## config.mk

```make
export PLATFORM = sky130hd
export DESIGN_NAME = ptc_port_regs
export DESIGN_NICKNAME = d
export VERILOG_FILES = /design/src/verilog/ptc_pkg.sv /design/src/verilog/ptc_stamp_counter.sv /design/src/verilog/ptc_port_regs.sv
export SDC_FILE = /design/constraint.sdc
export NUM_CORES = 1
export LEC_CHECK = 0
export BUFFER_PORTS_ARGS = -buffer_cell sky130_fd_sc_hd__buf_2
export CAP_MARGIN = 15
export CORE_MARGIN = 5
export CORE_UTILIZATION = 30
export DETAILED_ROUTE_END_ITERATION = 10
export PLACE_DENSITY_LB_ADDON = 0.05
export SETUP_SLACK_MARGIN = 0.5
export SYNTH_ARGS = -nofsm -noshare
export SYNTH_HDL_FRONTEND = slang
export SYNTH_SLANG_ARGS = --single-unit
```

## constraint.sdc

```tcl
create_clock -name core_clk -period 2.95 [get_ports core_clk]
set_input_delay 0.1475 -clock core_clk [delete_from_list [all_inputs] [get_ports core_clk]]
set_output_delay 0.1475 -clock core_clk [all_outputs]
set_load 0.02 [all_outputs]
```

## src/verilog/ptc_pkg.sv

```systemverilog
/*
 Constants for the per-port timestamp correction register group.
 Assumes a plain register port on core_clk and a synchronous active-low reset.
*/
package ptc_pkg;
    localparam int          ADDR_W          = 12;
    localparam logic [11:0] OFS_BANK_SEL    = 12'h154;
    localparam logic [11:0] OFS_LATENCY     = 12'h158;
    localparam logic [11:0] OFS_ASYM_PEER   = 12'h15C;
    localparam logic [11:0] OFS_CAP_COUNTS  = 12'h160;
    localparam logic [11:0] OFS_IRQ_STATUS  = 12'h170;
    localparam logic [11:0] OFS_IRQ_MASK    = 12'h174;
    localparam logic [11:0] OFS_CMD_CTL     = 12'h178;
    localparam logic [15:0] EGRESS_LAT_RST  = 16'h005F;
    localparam logic [15:0] INGRESS_LAT_RST = 16'h011D;
    localparam logic [2:0]  BANK_GENERAL    = 3'h0;
    localparam logic [2:0]  BANK_RX         = 3'h1;
    localparam logic [2:0]  BANK_TX         = 3'h2;
    localparam logic [2:0]  BANK_GPIO       = 3'h3;
    localparam int          CNT_W           = 3;
    localparam int          EGR_CNT_LSB     = 4;
    localparam int          ING_CNT_LSB     = 0;
    localparam int          BANK_LSB        = 0;
    localparam int          GPIO_SEL_LSB    = 8;
    localparam int          IRQ_INGRESS     = 0;
    localparam int          IRQ_EGRESS      = 1;
    localparam int          ENABLE_BIT      = 0;
endpackage

```

## src/verilog/ptc_stamp_counter.sv

```systemverilog
/*
 Saturating up/down counter of waiting timestamps.
 Assumes one-cycle increment and decrement pulses on core_clk.
*/
`timescale 1ns/1ps
module ptc_stamp_counter #(
    parameter int WIDTH = 3
) (
    // Clock and reset
    input  wire logic             core_clk,
    input  wire logic             nrst,
    // Events
    input  wire logic             inc,
    input  wire logic             dec,
    // Count
    output logic [WIDTH-1:0]      count_reg
);
    localparam logic [WIDTH-1:0] MAX = {WIDTH{1'b1}};
    localparam logic [WIDTH-1:0] ONE = {{(WIDTH-1){1'b0}}, 1'b1};

    always_ff @(posedge core_clk)
    begin
        if (!nrst)
            count_reg <= '0;
        else if (inc && !dec && count_reg != MAX)
            count_reg <= count_reg + ONE;
        else if (dec && !inc && count_reg != '0)
            count_reg <= count_reg - ONE;
    end
endmodule

```

## src/verilog/ptc_port_regs.sv

```systemverilog
/*
 Per-port timestamp correction registers: latencies, asymmetry, peer delay,
 waiting-timestamp counts, bank select and a small interrupt block.
 Assumes packet events are one-cycle pulses on core_clk from on-chip logic.
*/
// The plain strobed port was decided locally.
`timescale 1ns/1ps
module ptc_port_regs
    import ptc_pkg::*;
(
    // Clock and reset
    input  wire logic                       core_clk,
    input  wire logic                       nrst,
    // Register port
    input  wire logic [ptc_pkg::ADDR_W-1:0] reg_addr,
    input  wire logic [31:0]                reg_wdata,
    input  wire logic                       reg_wr,
    input  wire logic                       reg_rd,
    output logic      [31:0]                reg_rdata,
    // Packet events
    input  wire logic                       egress_pkt,
    input  wire logic                       ingress_pkt,
    // Write-one strobes of the timestamp interrupt bits
    input  wire logic                       egress_stamp_irq,
    input  wire logic                       ingress_stamp_irq,
    // Correction values to the timestamp path
    output logic      [15:0]                egress_latency_ns,
    output logic      [15:0]                ingress_latency_ns,
    output logic      [15:0]                path_asymmetry_ns,
    output logic      [15:0]                peer_delay_ns,
    // Bank selection to the shared window, and timestamp enable
    output logic      [2:0]                 bank_sel,
    output logic      [2:0]                 gpio_sel,
    output logic                            timestamp_enable,
    // Interrupt
    output logic                            irq
);
    import ptc_pkg::*;

    logic [15:0]      egr_lat_reg;
    logic [15:0]      ing_lat_reg;
    logic [15:0]      asym_reg;
    logic [15:0]      peer_reg;
    logic [2:0]       bank_reg;
    logic [2:0]       gpio_reg;
    logic             enable_reg;
    logic [1:0]       status_reg;
    logic [1:0]       mask_reg;
    logic [1:0]       status_next;
    logic [CNT_W-1:0] egr_cnt;
    logic [CNT_W-1:0] ing_cnt;
    logic             port_bank;
    logic             wr_lat;
    logic             wr_asym;
    logic [31:0]      rdata_next;

    // Only the port general bank owns the correction words
    assign port_bank = (bank_reg == BANK_GENERAL);
    assign wr_lat    = reg_wr && port_bank && reg_addr == OFS_LATENCY;
    assign wr_asym   = reg_wr && port_bank && reg_addr == OFS_ASYM_PEER;

    always_ff @(posedge core_clk)
    begin
        if (!nrst)
        begin
            egr_lat_reg <= EGRESS_LAT_RST;
            ing_lat_reg <= INGRESS_LAT_RST;
        end
        else if (wr_lat)
        begin
            egr_lat_reg <= reg_wdata[31:16];
            ing_lat_reg <= reg_wdata[15:0];
        end
    end

    always_ff @(posedge core_clk)
    begin
        if (!nrst)
        begin
            asym_reg <= '0;
            peer_reg <= '0;
        end
        else if (wr_asym)
        begin
            asym_reg <= reg_wdata[31:16];
            peer_reg <= reg_wdata[15:0];
        end
    end

    always_ff @(posedge core_clk)
    begin
        if (!nrst)
        begin
            bank_reg <= BANK_GENERAL;
            gpio_reg <= '0;
        end
        else if (reg_wr && reg_addr == OFS_BANK_SEL)
        begin
            bank_reg <= reg_wdata[BANK_LSB +: 3];
            gpio_reg <= reg_wdata[GPIO_SEL_LSB +: 3];
        end
    end

    always_ff @(posedge core_clk)
    begin
        if (!nrst)
            enable_reg <= 1'b0;
        else if (reg_wr && reg_addr == OFS_CMD_CTL)
            enable_reg <= reg_wdata[ENABLE_BIT];
    end

    // Software writing the strobes is what consumes a stamp
    ptc_stamp_counter #(
        .WIDTH (CNT_W)
    ) u_egr_cnt (
        .core_clk  (core_clk),
        .nrst      (nrst),
        .inc       (egress_pkt),
        .dec       (egress_stamp_irq),
        .count_reg (egr_cnt)
    );

    ptc_stamp_counter #(
        .WIDTH (CNT_W)
    ) u_ing_cnt (
        .core_clk  (core_clk),
        .nrst      (nrst),
        .inc       (ingress_pkt),
        .dec       (ingress_stamp_irq),
        .count_reg (ing_cnt)
    );

    // Sticky events; a new event beats a same-cycle clear
    always_comb
    begin
        status_next = status_reg;
        if (reg_wr && reg_addr == OFS_IRQ_STATUS)
            status_next = status_reg & ~reg_wdata[1:0];
        status_next[IRQ_EGRESS]  = status_next[IRQ_EGRESS] | egress_pkt;
        status_next[IRQ_INGRESS] = status_next[IRQ_INGRESS] | ingress_pkt;
    end

    always_ff @(posedge core_clk)
    begin
        if (!nrst)
            status_reg <= '0;
        else
            status_reg <= status_next;
    end

    always_ff @(posedge core_clk)
    begin
        if (!nrst)
            mask_reg <= '0;
        else if (reg_wr && reg_addr == OFS_IRQ_MASK)
            mask_reg <= reg_wdata[1:0];
    end

    always_ff @(posedge core_clk)
    begin
        if (!nrst)
            irq <= 1'b0;
        else
            irq <= |(status_next & mask_reg);
    end

    // Read mux; other banks read zero at the latency, asymmetry and capture words, other addresses read zero, capture word ignores writes
    always_comb
    begin
        rdata_next = '0;
        case (reg_addr)
            OFS_BANK_SEL:
                rdata_next = {21'h0, gpio_reg, 5'h0, bank_reg};
            OFS_LATENCY:
                if (port_bank)
                    rdata_next = {egr_lat_reg, ing_lat_reg};
            OFS_ASYM_PEER:
                if (port_bank)
                    rdata_next = {asym_reg, peer_reg};
            OFS_CAP_COUNTS:
                if (port_bank)
                begin
                    rdata_next[EGR_CNT_LSB +: CNT_W] = egr_cnt;
                    rdata_next[ING_CNT_LSB +: CNT_W] = ing_cnt;
                end
            OFS_IRQ_STATUS:
                rdata_next = {30'h0, status_reg};
            OFS_IRQ_MASK:
                rdata_next = {30'h0, mask_reg};
            OFS_CMD_CTL:
                rdata_next = {31'h0, enable_reg};
            default:
                rdata_next = '0;
        endcase
    end

    always_ff @(posedge core_clk)
    begin
        if (!nrst)
            reg_rdata <= '0;
        else if (reg_rd)
            reg_rdata <= rdata_next;
        else
            reg_rdata <= '0;
    end

    always_ff @(posedge core_clk)
    begin
        if (!nrst)
        begin
            egress_latency_ns  <= EGRESS_LAT_RST;
            ingress_latency_ns <= INGRESS_LAT_RST;
            path_asymmetry_ns  <= '0;
            peer_delay_ns      <= '0;
            bank_sel           <= BANK_GENERAL;
            gpio_sel           <= '0;
            timestamp_enable   <= 1'b0;
        end
        else
        begin
            egress_latency_ns  <= egr_lat_reg;
            ingress_latency_ns <= ing_lat_reg;
            path_asymmetry_ns  <= asym_reg;
            peer_delay_ns      <= peer_reg;
            bank_sel           <= bank_reg;
            gpio_sel           <= gpio_reg;
            timestamp_enable   <= enable_reg;
        end
    end
endmodule

```

==> flow_summary.toml <==
[detailed_routing]
vias = 5176
drcViolationCount = 0
routed_via_density = 4.55
wirelength_um = 17600
drt-wirelength-per-cell_um = 15.5
drt_iter0_markers = 234
detail_route.first_pass.iterations = 5
ant_nets = 0

[clock_tree]
cts_root_buffer = "clkbuf_16"
cts-buffers-inserted = 17
numClockSinks = 185
clockBufferDepth = 2
clkTransAtPathRegs_ns = 0.07
post_cts_resize_count = 0
cts.htree.levels = 4
cts_tree = "built"
clk_latency_ns = 0.42

[timing]
rsz0062_at_grt = "false"
fin_skew_ns = 0.00951
timing.fmax_mhz = 513
hold_viol_final = 0
setup_viol = 0
fin_crit_ns = 1.95
worstMarginPinSlew_ns = 0.829
period_share_pct = 66.1
finalSetupTns_ns = 0
slew_violations = 0
hold_slack_ns = 0.0236
relSlewSlack_pct = 44.7

[status]
status = "finished, final reports clean"

[critical_path]
required_ns = 3.30
endpoint_kind = "flip-flop"
cp_common_cell = "buf_4"
worstPathMaxFanout = 18
arrival_ns = 2.30
path_class = "input pin to flip-flop"
path_cells = "buf_2 > or4b_1 > buf_4 > nor2_1 > and4_2 > buf_4 > mux2i_1"
startpoint_type = "input pin"
slowest_delay_ns = 0.67
cp_slowest_cell = "and4_2"

[floorplan]
die_y_um = 159
dieWidth_um = 159
fp-row-count = 54
fp.dieArea_sq_um = 25200
start_util_pct = 30.4
core-area_sq_um = 21800
io-pin-count = 156

[layout]
largest_reg_flops = 32
instances_no_fill = 1138
multi_input_area_sq_um = 2460
syn_to_final_growth_pct = 27.8
final_cell_mix = "dfxtp_1, buf_2, nand2_1, mux2i_1, inv_1"
top_register = "reg_rdata"
fillers = 2219
layout.cells.most_common = "dfxtp_1"
diodes = 0
seq_area_sq_um = 3700
layout-drive-gt1-share_pct = 24.9
finalNetCount = 899

[yosys]
ys_ff_latch = 185
synth_area_per_cell_sq_um = 9.81
synth_seq_area_share_pct = 55.8
synth_ff_type = "dfxtp_1"
ys_types = 46
synth_cells = 677
synthesis.nets = 731
synth_edf_count = 0
async_reset_ff_share_pct = 0
yosys_warnings = 0
syn_area_sq_um = 6640

[grt]
antenna_found_initial = 0
grt_max_degree = 83
grt_overflow = 0
grt_pass1_wl_um = 28700
grt_pass1_vias = 5387
track_usage_pct = 14.0

[power_and_ir_drop]
powerDensity_nw_per_um2 = 598
ir_drop_v = 0.000326
leakagePower_nw = 3.93

[hold_path]
hold_class = "input pin to flip-flop"

[run]
maxCapViolations = 0

[placement]
place_congestion = 0.839
placed_cells = 1081
hpwl_um = 12400
numPortBuffers = 155
cell usage after synthesis, types with 2 or more instances:
library cell,n,area (sq um)
a211oi_1,2,15.0
a21boi_0,2,15.0
a21oi_1,7,35.0
a22oi_1,25,188
a31oi_1,6,37.5
and3_1,2,12.5
and4_1,2,17.5
buf_1,4,15.0
buf_2,4,20.0
buf_6,10,113
clkbuf_1,24,90.1
dfxtp_1,185,3700
fa_1,2,40.0
inv_1,63,236
mux2_1,6,67.6
mux2_2,8,90.1
mux2i_1,68,681
nand2_1,105,394
nand2b_1,26,163
nand3_1,18,90.1
nand3b_1,3,22.5
nor2_1,42,158
nor2b_1,5,31.3
nor3_1,9,45.0
nor4_1,3,18.8
nor4_4,2,42.5
nor4b_1,2,17.5
o21ai_0,21,105
o22ai_1,2,12.5
o31ai_1,2,15.0
xor2_1,2,17.5
worst paths after layout:
path	from	cells past startpoint	end	slack [ns]
hold reg to reg	ing_lat_reg[4]$_SDFFE_PN1P_	2	reg_rdata[4]$_SDFF_PN0_	0.46
hold / removal	reg_wdata[31]	3	egr_lat_reg[15]$_SDFFE_PN0P_	0.02
setup / recovery	reg_addr[5]	7	egr_lat_reg[5]$_SDFFE_PN0P_	1.00
setup reg to reg	bank_reg[0]$_SDFFE_PN0P_	4	egr_lat_reg[5]$_SDFFE_PN0P_	1.08
repair_timing:
item | 4_1_cts | 5_1_grt
hold buffers | 25 | 0
hold endpoints to repair | 38 | 0
setup buffers | 0 | 0
power by group:
group	total (W)	internal (W)	leakage, nW	switching, W
clock	0.00232	0.00129	0.295	0.00102
sequential	0.00253	0.00251	1.49	0.0000236
combinational	0.000227	0.000102	2.15	0.000125
cell type report:
| cell class | instances | area share [%] |
|---|---|---|
| inverters | 63 | 2.79 |
| repair buffers | 192 | 13.5 |
| clock buffers | 18 | 5.18 |
| flip-flops and latches | 185 | 43.7 |
| multi-input cells | 386 | 28.9 |
| well taps | 280 | 4.13 |
| clock inverters | 14 | 1.83 |
metal layers:
layer	part of all wire, %	global-route usage [%]	up-vias
li1	-	-	2568
met4	2.1	5.44	0
met2	46	22.4	149
met5	0	0	-
met3	5.0	3.50	27
met1	47	18.3	2432
critical path, delay by kind of cell:
| kind | cells | cell delay [ns] |
|---|---|---|
| multiplexers | 1 | 0.18 |
| buffers and inverters | 3 | 0.64 |
| AND/OR/NAND/NOR | 3 | 1.32 |
per-stage QoR:
stage,worst slack [ns],area [sq um],utilization (%),total power (W)
detailed placement,0.551,7640,35.0,0.00279
global route,0.904,8480,38.9,0.00529
CTS,1.00,8480,38.9,0.00514
finish,1.00,8480,38.9,0.00507
floorplan,1.03,6640,-,0.00272
global placement,0.621,7640,35.0,0.00279
cell families after synthesis:
| kind of cell | after synthesis | synth area share, % |
|---|---|---|
| compound gates | 72 | 7.01 |
| xor+xnor | 2 | 0.264 |
| fa+ha+maj | 2 | 0.603 |
| buf+inv | 106 | 7.26 |
| flops | 185 | 55.8 |
| mux | 82 | 12.6 |
| simple gates | 228 | 16.5 |
Note: power is estimated with default switching activity, not from simulation.
